$ cat src/hw/analog_reference_pkg.sv
package analog_reference_pkg;
    localparam logic [7:0] ADDR_REF_CTRL     = 8'hD1;
    localparam logic [7:0] REF_CTRL_RESET    = 8'h00;
    localparam int         BIT_REF_SELECT    = 3;
    localparam int         BIT_TEMP_ENABLE   = 2;
    localparam int         BIT_BIAS_ENABLE   = 1;
    localparam logic [7:0] REF_CTRL_WR_MASK  = 8'h0E;
    localparam logic [3:0] POS_SEL_TEMP      = 4'h8;
    localparam int         CONV_SAR_CLOCKS   = 8;
    localparam int         RESULT_BITS       = 8;

    // register bus request from the core
    typedef struct packed {
        logic       wr;
        logic       rd;
        logic [7:0] addr;
        logic [7:0] wdata;
    } sfr_req_t;

    // stored control fields
    typedef struct packed {
        logic ref_select;
        logic temp_enable;
        logic bias_enable;
    } ref_ctrl_t;
endpackage : analog_reference_pkg

$ cat src/hw/analog_reference_control.sv
`timescale 1ns/1ps

// control register for the analog reference, sensor and bias
// the converter itself sits elsewhere; this block only hands it
// its reference choice, sensor enable and bias enable
// sensor input number and conversion length are package constants
// that the converter side reads; nothing here counts conversions
// all state clears on srst; there is no other storage here
// a request is taken on the edge it is seen: no wait states
module analog_reference_control
(
    input  wire logic                          clk_sys,
    input  wire logic                          srst,
    input  wire analog_reference_pkg::sfr_req_t sfr_req,
    output logic [7:0]                         sfr_rdata,
    output logic                               sfr_hit,
    input  wire logic                          adc_enable,
    input  wire logic                          osc_enable,
    output logic                               reference_source_select,
    output logic                               temp_sensor_enable,
    output logic                               temp_sensor_out_en_n,
    output logic                               bias_generator_enable,
    output logic                               bias_stored
);
    import analog_reference_pkg::*;


    // stored fields, lowest register bit first
    // the field index is also the bit position in ref_ctrl_t
    localparam int FIELD_COUNT = 3;
    localparam int FIELD_BIAS  = 0;
    localparam int FIELD_TEMP  = 1;
    localparam int FIELD_REF   = 2;
    localparam int BYTE_BITS   = 8;

    // address compare for this register
    // one compare keeps the write and read paths in step
    function automatic logic addr_match
    (
        input logic [7:0] addr
    );
        return addr == ADDR_REF_CTRL;
    endfunction : addr_match

    // strobe qualified by the address compare
    // used for both the write and the read strobe
    function automatic logic strobe_hit
    (
        input logic       strobe,
        input logic [7:0] addr
    );
        return strobe && addr_match(addr);
    endfunction : strobe_hit

    // true for a register bit that holds a stored field
    // all other bits are don't-care on write and zero on read
    function automatic logic field_writable
    (
        input int position
    );
        return REF_CTRL_WR_MASK[position];
    endfunction : field_writable

    // register bit that holds a given stored field
    // kept in one place so the bit map cannot drift
    function automatic int field_position
    (
        input int field
    );
        int position;
        case (field)
            FIELD_BIAS:
                position = BIT_BIAS_ENABLE;
            FIELD_TEMP:
                position = BIT_TEMP_ENABLE;
            FIELD_REF:
                position = BIT_REF_SELECT;
            default:
                // no such field; bit 0 is never stored
                position = 0;
        endcase
        return position;
    endfunction : field_position

    // stored field held in a register bit (inverse of the above)
    // only called for bits that field_writable accepts
    function automatic int position_field
    (
        input int position
    );
        int field;
        case (position)
            BIT_BIAS_ENABLE:
                field = FIELD_BIAS;
            BIT_TEMP_ENABLE:
                field = FIELD_TEMP;
            BIT_REF_SELECT:
                field = FIELD_REF;
            default:
                // unreachable for stored bits
                field = 0;
        endcase
        return field;
    endfunction : position_field

    // decoded request qualifiers
    logic                   addr_hit;
    logic                   wr_hit;
    logic                   rd_hit;

    // write data with the don't-care bits already cleared
    logic [BYTE_BITS-1:0]   wdata_kept;

    // stored fields as a vector, with next and reset values
    logic [FIELD_COUNT-1:0] field_q;
    logic [FIELD_COUNT-1:0] next_field;
    logic [FIELD_COUNT-1:0] field_reset;

    // the same fields viewed through the package struct
    ref_ctrl_t              ctrl;

    // byte shown on a read, and the next read data
    logic [BYTE_BITS-1:0]   reg_image;
    logic [BYTE_BITS-1:0]   next_rdata;

    // every user that needs the bias generator running
    logic [3:0]             bias_users;

    // request decode
    assign addr_hit   = addr_match(sfr_req.addr);
    assign wr_hit     = strobe_hit(sfr_req.wr, sfr_req.addr);
    assign rd_hit     = strobe_hit(sfr_req.rd, sfr_req.addr);

    // bits 7..4 and 0 are don't-care on write
    // masking here keeps the field loop free of special cases
    assign wdata_kept = sfr_req.wdata & REF_CTRL_WR_MASK;

    // one stored field per pass: next value, reset value, flop
    // a field changes only on a write or on reset
    for (genvar i = 0; i < FIELD_COUNT; i++)
    begin : g_field
        // a write takes the field's own bit, otherwise hold
        assign next_field[i]  = wr_hit ? wdata_kept[field_position(i)]
                                       : field_q[i];

        // reset value from the same register bit
        assign field_reset[i] = REF_CTRL_RESET[field_position(i)];

        // field flop; a write shows after the next edge
        always_ff @(posedge clk_sys)
        begin
            if (srst)
                field_q[i] <= field_reset[i];
            else
                field_q[i] <= next_field[i];
        end
    end : g_field

    // struct view used by the outputs
    assign ctrl = ref_ctrl_t'(field_q);

    // read image: a stored field or a hard zero per bit
    // unused bits are tied, so no write can ever reach them
    for (genvar b = 0; b < BYTE_BITS; b++)
    begin : g_image
        if (field_writable(b))
        begin : g_stored
            assign reg_image[b] = field_q[position_field(b)];
        end : g_stored
        else
        begin : g_zero
            assign reg_image[b] = 1'b0;
        end : g_zero
    end : g_image

    // read data: the image after a read, zero otherwise
    // zero when idle so the core can merge many blocks with an or
    assign next_rdata = rd_hit ? reg_image : 8'h00;

    // read data flop; a write in the same cycle is seen next read
    always_ff @(posedge clk_sys)
    begin
        if (srst)
            sfr_rdata <= 8'h00;
        else
            sfr_rdata <= next_rdata;
    end

    // hit flag for the core's read multiplexer
    assign sfr_hit                 = addr_hit;

    // reference mux: low picks the pin, high the supply
    assign reference_source_select = ctrl.ref_select;

    // sensor power switch
    assign temp_sensor_enable      = ctrl.temp_enable;

    // stored bias bit as software last wrote it
    assign bias_stored             = ctrl.bias_enable;

    // sensor buffer floats while off; low means driving
    // a conversion of a floating sensor gives a meaningless result
    assign temp_sensor_out_en_n    = ~ctrl.temp_enable;

    // users of the bias generator
    assign bias_users = {
        osc_enable,
        ctrl.temp_enable,
        adc_enable,
        ctrl.bias_enable
    };

    // bias forced on while any user is on, whatever the stored bit
    // software should still keep the stored bit set for the converter
    assign bias_generator_enable   = |bias_users;
endmodule : analog_reference_control

$ cat config.mk
export PLATFORM = sky130hd
export DESIGN_NAME = analog_reference_control
export DESIGN_NICKNAME = d
export VERILOG_FILES = /design/src/hw/analog_reference_pkg.sv /design/src/hw/analog_reference_control.sv
export SDC_FILE = /design/constraint.sdc
export NUM_CORES = 1
export LEC_CHECK = 0
export BUFFER_PORTS_ARGS = -buffer_cell sky130_fd_sc_hd__buf_2
export CAP_MARGIN = 15
export CORE_AREA = 2 2 39 41
export CTS_CLUSTER_DIAMETER = 30
export DETAILED_ROUTE_END_ITERATION = 7
export DIE_AREA = 0 0 41 43
export PLACE_DENSITY_LB_ADDON = 0.3
export SYNTH_ARGS = -nofsm -noshare
export SYNTH_HDL_FRONTEND = slang
export SYNTH_SLANG_ARGS = --single-unit
$ cat constraint.sdc
create_clock -name clk_sys -period 3.2 [get_ports clk_sys]
set_input_delay 0.16 -clock clk_sys [delete_from_list [all_inputs] [get_ports clk_sys]]
set_output_delay 0.16 -clock clk_sys [all_outputs]
set_load 0.01 [all_outputs]
* Yosys cells after proc, flatten, opt, wreduce, memory -nomap -nowiden
Index checks and enable logic that the tools add are counted.
** Storage, ports and cells
- Flip-flop bits (word level) :: 11
- Input bits :: 22
- Output and inout bits :: 14
- Word-level logic and storage cells :: 12
** Operators by class
- Equality and inequality tests :: 1
- Bitwise gates (word level) :: 2
- Reduce and logical (&&, ||, !) cells :: 4
** Operators by type and width (number)
- $eq A8 B8 Y1 const B :: 1
- $reduce_or A4 Y1 :: 1
- $logic_and A1 B1 Y1 :: 2
- $not A1 Y1 :: 2
- $reduce_or A2 Y1 :: 1

* Depth between registers and ports, before layout
Gate-level depths: netlist of the first run.
- Word-level depth :: 4
- Gate-level depth with buffers :: 3
- Gate-level depth less buffers :: 3

* Worst setup path before layout of the first run
No wires, ideal clock.
- Kind :: input port to flip-flop
- Start point :: input port sfr_req[9] (netlist bit)
- End point :: register field_q[0] (netlist: bias_stored)
- Setup time :: 72 ps
- Data arrival time :: 1105 ps
- Required time :: 3128 ps
- Slack :: 2024 ps
- Cell stages on the path :: 3
- Path buffers :: 0
- Cells stage by stage :: or4b_4 > nor3_4 > mux2i_1
** Between the ends
- Word-level cells in the longest chain between the ends :: 2
** RTL lines
- start, declared :: RTL line analog_reference_control.sv:14 : input wire analog_reference_pkg::sfr_req_t sfr_req,
- $eq A8 B8 Y1 :: RTL line analog_reference_control.sv:42 : return addr == ADDR_REF_CTRL;
- $logic_and A1 B1 Y1 :: RTL line analog_reference_control.sv:52 : return strobe && addr_match(addr);
- end signal, assigned by index :: RTL line analog_reference_control.sv:153 : field_q[i] <= field_reset[i];
- end signal, assigned by index :: RTL line analog_reference_control.sv:155 : field_q[i] <= next_field[i];
- end, declared :: RTL line analog_reference_control.sv:115 : logic [FIELD_COUNT-1:0] field_q;
No other way between the ends.
A chain may end at the register's enable or synchronous reset.

* Final worst setup path of the first run
- Start point :: register field_q[1] (netlist: temp_sensor_enable)
- End point :: output port bias_generator_enable
** Between the ends
- Word-level cells in the longest chain between the ends :: 1
** RTL lines
- $reduce_or A4 Y1 :: RTL line analog_reference_control.sv:215 : assign bias_generator_enable = |bias_users;
- end, declared :: RTL line analog_reference_control.sv:22 : output logic bias_generator_enable,
No other way between the ends.

==> results of run 1 <==
==> state kept, by name (all words and copies together), names as in the netlist <==
register                 count
bias_stored                  1
reference_source_select      1
sfr_rdata                    3
temp_sensor_enable           1
==> layer usage <==
| layer | track usage (%) | share of wire [%] | up-vias |
|---|---|---|---|
| li1 | - | - | 150 |
| met1 | 9.39 | 39 | 118 |
| met2 | 10.0 | 44 | 20 |
| met3 | 6.28 | 17 | 0 |
| met4 | 4.00 | 0 | 0 |
| met5 | 0 | 0 | - |
==> report_power, final <==
part | internal (mW) | switching, mW
clock network | 0.0423 | 0.0251
logic | 0.0114 | 0.00990
registers | 0.0751 | 0.0000394
==> how the worst min path moves through the flow <==
stage          startpoint  slack, ns     endpoint  cells after the start
4_1_cts        sfr_req[1]       0.17  bias_stored                      3
3_5_place_dp   sfr_req[1]       0.43  bias_stored                      3
5_1_grt        sfr_req[1]       0.17  bias_stored                      3
6_report       sfr_req[1]       0.18  bias_stored                      3
2_1_floorplan  sfr_req[1]       0.31  bias_stored                      2
3_3_place_gp   sfr_req[1]       0.43  bias_stored                      3
==> worst max-delay path: stages (launching register included) <==
cell                      delay [ns]
sky130_fd_sc_hd__dfxtp_1        0.33
sky130_fd_sc_hd__or4_1          0.51
sky130_fd_sc_hd__buf_2          0.15
==> logic make-up (layout without fill, tap and decap cells) <==
family | Yosys count | in the layout | synth area share [%]
mux | 3 | 3 | 8.73
flops | 6 | 6 | 34.9
other cells | 1 | 5 | 1.09
simple gates | 15 | 15 | 42.2
buf+inv | 7 | 30 | 13.1
==> layout make-up <==
type / instances / area (um2)
timing repair buffer: 25 / 125
clock buffer: 3 / 22.5
sequential: 6 / 120
inverter: 2 / 7.51
tap: 16 / 20.0
multi-input combinational: 23 / 194
fill: 154 / 895
==> cell usage in the layout (no fill, tap or decap), drive strengths merged <==
cell type,netlist,layout
and2,3,3
inv,2,2
nand2b,6,6
nand4b,1,1
buf,5,25
or4,1,1
dfxtp,6,6
nor4b,1,1
or4b,1,1
nor3,1,1
mux2i,3,3
conb,1,5
nor2,1,1
clkbuf,0,3
==> impl_results.html, run 1 <==
<table>
<tr><th>Metric</th><th>Value</th></tr>
<tr><th colspan="2">Timing</th></tr>
<tr><td>Tcrit/Tclk final</td><td>43.4%</td></tr>
<tr><td>Shortest clock period the worst path allows after layout</td><td>between 1 and 1.5 ns</td></tr>
<tr><td>Fin Clk Skew</td><td>around 0.0009 ns</td></tr>
<tr><td>Worst path setup slack after routing</td><td>~1.8 ns</td></tr>
<tr><td>Total negative setup slack</td><td>0 ns</td></tr>
<tr><td>Top achievable clock speed</td><td>0.719 GHz</td></tr>
<tr><td>Final hold vios</td><td>0</td></tr>
<tr><td>Hold WS</td><td>0.178 ns</td></tr>
<tr><td>Slew Viols, Final</td><td>0</td></tr>
<tr><td>RSZ-0062 raised after global routing</td><td>false</td></tr>
<tr><td>Setup-failing EPs final</td><td>0</td></tr>
<tr><th colspan="2">Route</th></tr>
<tr><td>Post-detailed-route via-to-cell ratio</td><td>~3.8</td></tr>
<tr><td>Iter 0 DRT Violations</td><td>0</td></tr>
<tr><td>WL per Instance</td><td>7.95 um</td></tr>
<tr><td>Wire length after detailed routing</td><td>596 um</td></tr>
<tr><td>DRC Markers</td><td>0</td></tr>
<tr><td>Final antenna-violating net count</td><td>0</td></tr>
<tr><td>Total number of vias</td><td>288</td></tr>
<tr><td>Initial DRT Pass Iterations</td><td>1</td></tr>
<tr><th colspan="2">Hold path</th></tr>
<tr><td>Type of the most critical hold path</td><td>in -&gt; reg</td></tr>
<tr><th colspan="2">Power</th></tr>
<tr><td>Post-route total power</td><td>0.164 mW</td></tr>
<tr><td>Power density normalized to cell area</td><td>335 mW/mm2</td></tr>
<tr><td>Worst voltage drop across the vdd grid</td><td>~180 uV</td></tr>
<tr><td>Leakage component of the power</td><td>0.256 nW</td></tr>
<tr><th colspan="2">Outcome</th></tr>
<tr><td>Run status</td><td>finished clean</td></tr>
<tr><th colspan="2">Layout</th></tr>
<tr><td>Area of all placed cells without fillers</td><td>489 um2</td></tr>
<tr><td>Final net count</td><td>83</td></tr>
<tr><td>Layout cells sized above 1</td><td>54.2%</td></tr>
<tr><td>Ant. Diodes</td><td>0</td></tr>
<tr><td>Final Core Density</td><td>35.4%</td></tr>
<tr><td>Layout area overhead</td><td>42.2%</td></tr>
<tr><td>Final cell count without fillers</td><td>75</td></tr>
<tr><th colspan="2">Floorplanning</th></tr>
<tr><td>Boundary pin count</td><td>36</td></tr>
<tr><td>Placeable core area</td><td>0.00138 mm2</td></tr>
<tr><td>Die Footprint</td><td>~0.0018 mm2</td></tr>
<tr><td>Row cnt</td><td>14</td></tr>
<tr><td>Die Y</td><td>between 40 and 50 um</td></tr>
<tr><td>Initial core utilization</td><td>between 20% and 30%</td></tr>
<tr><td>Die Width</td><td>roughly 41 um</td></tr>
<tr><th colspan="2">Synth</th></tr>
<tr><td>Post-synthesis instance total</td><td>32</td></tr>
<tr><td>Area share of the largest cell type after synthesis</td><td>34.9%</td></tr>
<tr><td>Most used flip-flop cell after synthesis</td><td>sky130_fd_sc_hd__dfxtp_1</td></tr>
<tr><td>Netlist Area Pre-Place</td><td>344 um2</td></tr>
<tr><td>Number of distinct library cell variants in the gate-level netlist after synthesis</td><td>13</td></tr>
<tr><td>Largest area contributor in the synthesized netlist</td><td>sky130_fd_sc_hd__dfxtp_1</td></tr>
<tr><td>Fraction of registers with async set/reset</td><td>0%</td></tr>
<tr><td>Syn Area/Cell</td><td>10.8 um2</td></tr>
<tr><td>Biggest area contributors in the synthesized netlist</td><td>sky130_fd_sc_hd__dfxtp_1, sky130_fd_sc_hd__buf_4, sky130_fd_sc_hd__nand2b_1</td></tr>
<tr><td>Yosys Warn Count</td><td>0</td></tr>
<tr><td>Commonest cells in the netlist</td><td>sky130_fd_sc_hd__dfxtp_1, sky130_fd_sc_hd__nand2b_1, sky130_fd_sc_hd__buf_4, sky130_fd_sc_hd__and2_1, sky130_fd_sc_hd__mux2i_1</td></tr>
<tr><td>Portion of the post-synthesis area used by sequential elements</td><td>34.9%</td></tr>
<tr><td>Number of synthesized register bits</td><td>6</td></tr>
<tr><td>Number of enable flip-flop cells after synthesis</td><td>0</td></tr>
<tr><th colspan="2">Clocking</th></tr>
<tr><td>Cts bufs inserted</td><td>3</td></tr>
<tr><td>Clock sink total</td><td>6</td></tr>
<tr><td>Clk Tree Root Cell</td><td>sky130_fd_sc_hd__clkbuf_4</td></tr>
<tr><td>Cts repair resizes</td><td>0</td></tr>
<tr><td>Post-CTS clock slew at the launch and capture registers of the worst setup and hold paths</td><td>0.04 ns</td></tr>
<tr><td>Latest clock arrival within the worst-skew pair</td><td>0.24 ns</td></tr>
<tr><td>Max Buffers Root-to-Sink</td><td>2</td></tr>
<tr><td>Buffer count from post-CTS setup fixing</td><td>0</td></tr>
<tr><td>Clock tree from TritonCTS</td><td>built</td></tr>
<tr><td>Maximum level of the CTS H-tree</td><td>1</td></tr>
<tr><td>Cts-stage hold buffer count</td><td>0</td></tr>
<tr><th colspan="2">Worst setup path</th></tr>
<tr><td>Critical Path Start</td><td>temp_sensor_enable</td></tr>
<tr><td>Reg2Reg Launch Point</td><td>temp_sensor_enable</td></tr>
<tr><td>Crit start category</td><td>flop</td></tr>
<tr><td>Number of cell instances on the worst register-to-register path</td><td>2</td></tr>
<tr><td>Category of the worst setup path capture point</td><td>output pin</td></tr>
<tr><td>Worst endpoint required time</td><td>a little over 3 ns</td></tr>
<tr><td>Worst-path fanout max</td><td>5</td></tr>
<tr><td>Classification of the worst setup path</td><td>reg -&gt; out</td></tr>
<tr><td>End point of the critical path</td><td>bias_generator_enable</td></tr>
<tr><td>Capturing point of the worst reg2reg path</td><td>temp_sensor_enable</td></tr>
<tr><td>Slack of the worst reg-to-reg path</td><td>2.59 ns</td></tr>
<tr><td>Data arrival, critical path</td><td>1.23 ns</td></tr>
<tr><th colspan="2">Place</th></tr>
<tr><td>Post-detailed-placement half-perimeter wirelength</td><td>around 520 um</td></tr>
<tr><td>Post-DP Area</td><td>approximately 470 um2</td></tr>
<tr><td>Post-Place Cells</td><td>72</td></tr>
<tr><td>Final RePlAce weighted congestion</td><td>around 0.55</td></tr>
<tr><td>Number of buffer cells added on primary ports</td><td>25</td></tr>
<tr><td>Post-place setup slack</td><td>1.86 ns</td></tr>
<tr><th colspan="2">Global routing</th></tr>
<tr><td>Residual overflow from global routing</td><td>0</td></tr>
<tr><td>First-pass GRT wire length</td><td>917 um</td></tr>
<tr><td>Vias in the first global route</td><td>245</td></tr>
<tr><td>Maximum number of pins on one net before global-route repair</td><td>8</td></tr>
<tr><td>Initial antenna violation count</td><td>0</td></tr>
<tr><td>All-Layer GR Usage</td><td>7.95%</td></tr>
<tr><th colspan="2">Flow run</th></tr>
<tr><td># Max-Cap Violations</td><td>0</td></tr>
</table>
(Power assumes the default switching activity.)
==> inputs of run 2 (changes only) <==
Settings changed: ABC_AREA from default to 1.
Clock period 3.2 ns to 1.35 ns, I/O delays scaled along.
==> run 2 against run 1 <==
  * Area after synthesis shrank 1.8%
  * Routed wire length is 3.7% higher
  * Synthesized cell count is 63% higher
  * First-iteration DRC count rose by 5
  * Utilization shrank 0.45 points
  * Sequential power up 140%
  * Sequential share of layout area up 0.32 points
  * Critical path depth is 1 higher
  * Clock-buffer cell count unchanged
  * Design area is 1.3% lower
  * Worst hold slack got worse by 0.082 ns
  * Highest routed layer unchanged
==> impl_results.html, run 2 <==
<table>
<tr><th>Metric</th><th>Value</th></tr>
<tr><th colspan="2">Clocking</th></tr>
<tr><td>Clk Tree Root Cell</td><td>sky130_fd_sc_hd__clkbuf_4</td></tr>
<tr><td>Cts-stage hold buffer count</td><td>0</td></tr>
<tr><td>Latest clock arrival within the worst-skew pair</td><td>0.24 ns</td></tr>
<tr><td>Clock tree from TritonCTS</td><td>built</td></tr>
<tr><td>Cts bufs inserted</td><td>3</td></tr>
<tr><td>Maximum level of the CTS H-tree</td><td>1</td></tr>
<tr><td>Cts repair resizes</td><td>0</td></tr>
<tr><td>Post-CTS clock slew at the launch and capture registers of the worst setup and hold paths</td><td>about 0.050 ns</td></tr>
<tr><td>Max Buffers Root-to-Sink</td><td>2</td></tr>
<tr><td>Clock sink total</td><td>6</td></tr>
<tr><td>Buffer count from post-CTS setup fixing</td><td>0</td></tr>
<tr><th colspan="2">Synth</th></tr>
<tr><td>Portion of the post-synthesis area used by sequential elements</td><td>35.6%</td></tr>
<tr><td>Number of synthesized register bits</td><td>6</td></tr>
<tr><td>Largest area contributor in the synthesized netlist</td><td>sky130_fd_sc_hd__dfxtp_1</td></tr>
<tr><td>Commonest cells in the netlist</td><td>sky130_fd_sc_hd__inv_1, sky130_fd_sc_hd__nand2_1, sky130_fd_sc_hd__nor2_1, sky130_fd_sc_hd__dfxtp_1, sky130_fd_sc_hd__buf_4</td></tr>
<tr><td>Number of enable flip-flop cells after synthesis</td><td>0</td></tr>
<tr><td>Area share of the largest cell type after synthesis</td><td>35.6%</td></tr>
<tr><td>Netlist Area Pre-Place</td><td>338 um2</td></tr>
<tr><td>Fraction of registers with async set/reset</td><td>0%</td></tr>
<tr><td>Number of distinct library cell variants in the gate-level netlist after synthesis</td><td>11</td></tr>
<tr><td>Syn Area/Cell</td><td>6.50 um2</td></tr>
<tr><td>Biggest area contributors in the synthesized netlist</td><td>sky130_fd_sc_hd__dfxtp_1, sky130_fd_sc_hd__inv_1, sky130_fd_sc_hd__buf_4</td></tr>
<tr><td>Most used flip-flop cell after synthesis</td><td>sky130_fd_sc_hd__dfxtp_1</td></tr>
<tr><td>Post-synthesis instance total</td><td>52</td></tr>
<tr><td>Most common cell in the netlist</td><td>sky130_fd_sc_hd__inv_1</td></tr>
<tr><td>Yosys Warn Count</td><td>0</td></tr>
<tr><th colspan="2">Layout</th></tr>
<tr><td># fillers</td><td>157</td></tr>
<tr><td>Most frequent standard cell in the layout excluding fill and tap cells</td><td>sky130_fd_sc_hd__buf_2</td></tr>
<tr><td>Ant. Diodes</td><td>0</td></tr>
<tr><td>Multi-input combinational cell area</td><td>143 um2</td></tr>
<tr><td>Highest-count cells in the layout ignoring fill and taps</td><td>sky130_fd_sc_hd__buf_2, sky130_fd_sc_hd__inv_1, sky130_fd_sc_hd__nand2_1</td></tr>
<tr><td>Largest Register</td><td>sfr_rdata</td></tr>
<tr><td>Final net count</td><td>103</td></tr>
<tr><td>Layout area overhead</td><td>43.0%</td></tr>
<tr><td>Sequential cell area</td><td>~120 um2</td></tr>
<tr><td>Layout cells sized above 1</td><td>40.5%</td></tr>
<tr><td>Largest register FFs</td><td>3</td></tr>
<tr><th colspan="2">Global routing</th></tr>
<tr><td>Maximum number of pins on one net before global-route repair</td><td>6</td></tr>
<tr><td>First-pass GRT wire length</td><td>between 800 and 900 um</td></tr>
<tr><td>Vias in the first global route</td><td>250</td></tr>
<tr><td>Initial antenna violation count</td><td>0</td></tr>
<tr><td>All-Layer GR Usage</td><td>7.73%</td></tr>
<tr><td>Residual overflow from global routing</td><td>0</td></tr>
<tr><th colspan="2">Power</th></tr>
<tr><td>Psw</td><td>0.0844 mW</td></tr>
<tr><td>Switching share of total power</td><td>21.9%</td></tr>
<tr><td>Power density normalized to cell area</td><td>799 mW/mm2</td></tr>
<tr><td>Worst voltage drop across the vdd grid</td><td>259 uV</td></tr>
<tr><td>Sequential share of power</td><td>between 40% and 50%</td></tr>
<tr><td>Cell internal power dissipation</td><td>0.301 mW</td></tr>
<tr><td>Leakage component of the power</td><td>0.291 nW</td></tr>
<tr><td>Combinational share of power</td><td>approximately 13%</td></tr>
<tr><td>Share of power burned in the clock network</td><td>between 40 and 50%</td></tr>
<tr><th colspan="2">Timing</th></tr>
<tr><td>Worst path setup slack after routing</td><td>0.422 ns</td></tr>
<tr><td>Top achievable clock speed</td><td>approximately 1.1 GHz</td></tr>
<tr><td>RSZ-0062 raised after global routing</td><td>false</td></tr>
<tr><td>Setup-failing EPs final</td><td>0</td></tr>
<tr><td>Final hold vios</td><td>0</td></tr>
<tr><td>Slew Viols, Final</td><td>0</td></tr>
<tr><td>Fin Clk Skew</td><td>between 0.006 and 0.007 ns</td></tr>
<tr><td>Tcrit/Tclk final</td><td>68.8%</td></tr>
<tr><td>Shortest clock period the worst path allows after layout</td><td>~0.93 ns</td></tr>
<tr><td>Total negative setup slack</td><td>0 ns</td></tr>
<tr><th colspan="2">Floorplanning</th></tr>
<tr><td>Placeable core area</td><td>between 0.001 and 0.0015 mm2</td></tr>
<tr><td>Boundary pin count</td><td>36</td></tr>
<tr><td>Die Footprint</td><td>between 0.0015 and 0.002 mm2</td></tr>
<tr><td>Initial core utilization</td><td>24.4%</td></tr>
<tr><td>Die Width</td><td>41 um</td></tr>
<tr><td>Die Y</td><td>43 um</td></tr>
<tr><td>Row cnt</td><td>14</td></tr>
<tr><th colspan="2">Route</th></tr>
<tr><td>Wire length after detailed routing</td><td>618 um</td></tr>
<tr><td>Total number of vias</td><td>355</td></tr>
<tr><td>WL per Instance</td><td>6.51 um</td></tr>
<tr><td>Iter 0 DRT Violations</td><td>5</td></tr>
<tr><td>DRC Markers</td><td>0</td></tr>
<tr><td>Final antenna-violating net count</td><td>0</td></tr>
<tr><td>Initial DRT Pass Iterations</td><td>4</td></tr>
<tr><td>Post-detailed-route via-to-cell ratio</td><td>3.74</td></tr>
<tr><th colspan="2">Place</th></tr>
<tr><td>Post-place setup slack</td><td>0.487 ns</td></tr>
<tr><td>Final RePlAce weighted congestion</td><td>0.661</td></tr>
<tr><td>Number of buffer cells added on primary ports</td><td>25</td></tr>
<tr><td>Post-detailed-placement half-perimeter wirelength</td><td>551 um</td></tr>
<tr><th colspan="2">Worst setup path</th></tr>
<tr><td>Number of cell instances on the worst register-to-register path</td><td>4</td></tr>
<tr><td>Stage delay of the slowest cell on the critical path</td><td>0.30 ns</td></tr>
<tr><td>Classification of the worst setup path</td><td>reg -&gt; out</td></tr>
<tr><td>Buffering stage count on the worst path with inverters included</td><td>2</td></tr>
<tr><td>Crit start category</td><td>flop</td></tr>
<tr><td>Data arrival, critical path</td><td>0.86 ns</td></tr>
<tr><td>Category of the worst setup path capture point</td><td>output pin</td></tr>
<tr><td>Cell at the slowest stage of the critical path</td><td>sky130_fd_sc_hd__dfxtp_1</td></tr>
<tr><td>Crit. path cell count</td><td>3</td></tr>
<tr><td>Worst-path fanout max</td><td>4</td></tr>
<tr><td>Worst path cell trace</td><td>inv_1 -&gt; nand3_1 -&gt; buf_2</td></tr>
<tr><td>Kind of cell adding the most delay to the critical path</td><td>flip-flops</td></tr>
<tr><td>Worst endpoint required time</td><td>1.28 ns</td></tr>
<tr><th colspan="2">Hold path</th></tr>
<tr><td>Type of the most critical hold path</td><td>in -&gt; reg</td></tr>
<tr><td>Number of cells traversed by the worst hold path</td><td>3</td></tr>
<tr><th colspan="2">Flow run</th></tr>
<tr><td># Max-Cap Violations</td><td>0</td></tr>
<tr><th colspan="2">Outcome</th></tr>
<tr><td>Run status</td><td>finished clean</td></tr>
</table>
## run 2: cells by family after synthesis
| family | after synthesis | share of synthesized area (%) |
|---|---|---|
| buffers and inverters | 19 | 26.7 |
| DFF | 6 | 35.6 |
| other | 1 | 1.11 |
| and+or+nand+nor | 26 | 36.7 |
## run 2: cell type report
type | count | share of cell area [%]
Inverter | 14 | 10.9
Sequential cell | 6 | 24.9
Multi-Input combinational cell | 31 | 29.5
Timing Repair Buffer | 25 | 25.9
Clock buffer | 3 | 4.66
Tap cell | 16 | 4.15
## run 2: metrics by stage
stage / cell area (um2) / hold slack (ns) / cells / utilization, % / total power [mW]
3_3_place_gp: 460 / 0.353 / 92 / 33.3 / 0.229
3_5_place_dp: 460 / 0.348 / 92 / 33.3 / 0.230
5_1_grt: 483 / 0.107 / 95 / 34.9 / 0.413
2_1_floorplan: 353 / 0.215 / 56 / - / 0.215
4_1_cts: 483 / 0.0931 / 95 / 34.9 / 0.391
6_report: 483 / 0.0959 / 95 / 34.9 / 0.386
## run 2: worst paths after layout
| path | from | end | slack (ns) |
|---|---|---|---|
| max | temp_sensor_enable | bias_generator_enable | 0.42 |
| min | sfr_req[16] | sfr_rdata[1] | 0.1 |
| max reg2reg | temp_sensor_enable | temp_sensor_enable | 0.69 |
| min reg2reg | reference_source_select | sfr_rdata[3] | 0.45 |
## run 2: worst reg2reg max path, stage by stage, from the launching register on
cell and delay (ns):
sky130_fd_sc_hd__dfxtp_1 0.30, sky130_fd_sc_hd__inv_1 0.11, sky130_fd_sc_hd__nand2_1 0.07, sky130_fd_sc_hd__inv_1 0.05, sky130_fd_sc_hd__nor2_1 0.03
## run 2: layer usage
metal / up-vias / routed length, um / global-route usage, %
met5: - / 0 / 0
met3: 0 / 111 / 4.71
met1: 134 / 256 / 9.00
met2: 27 / 251 / 9.69
met4: 0 / 0 / 6.00
li1: 194 / - / -
## run 2: power groups by stage
stage / clock network [mW] / logic [mW] / registers (mW)
floorplan: 0 / 0.0332 / 0.181
global placement: 0 / 0.0481 / 0.181
detailed placement: 0 / 0.0486 / 0.181
CTS: 0.164 / 0.0487 / 0.178
global route: 0.179 / 0.0560 / 0.178
finish: 0.160 / 0.0482 / 0.178
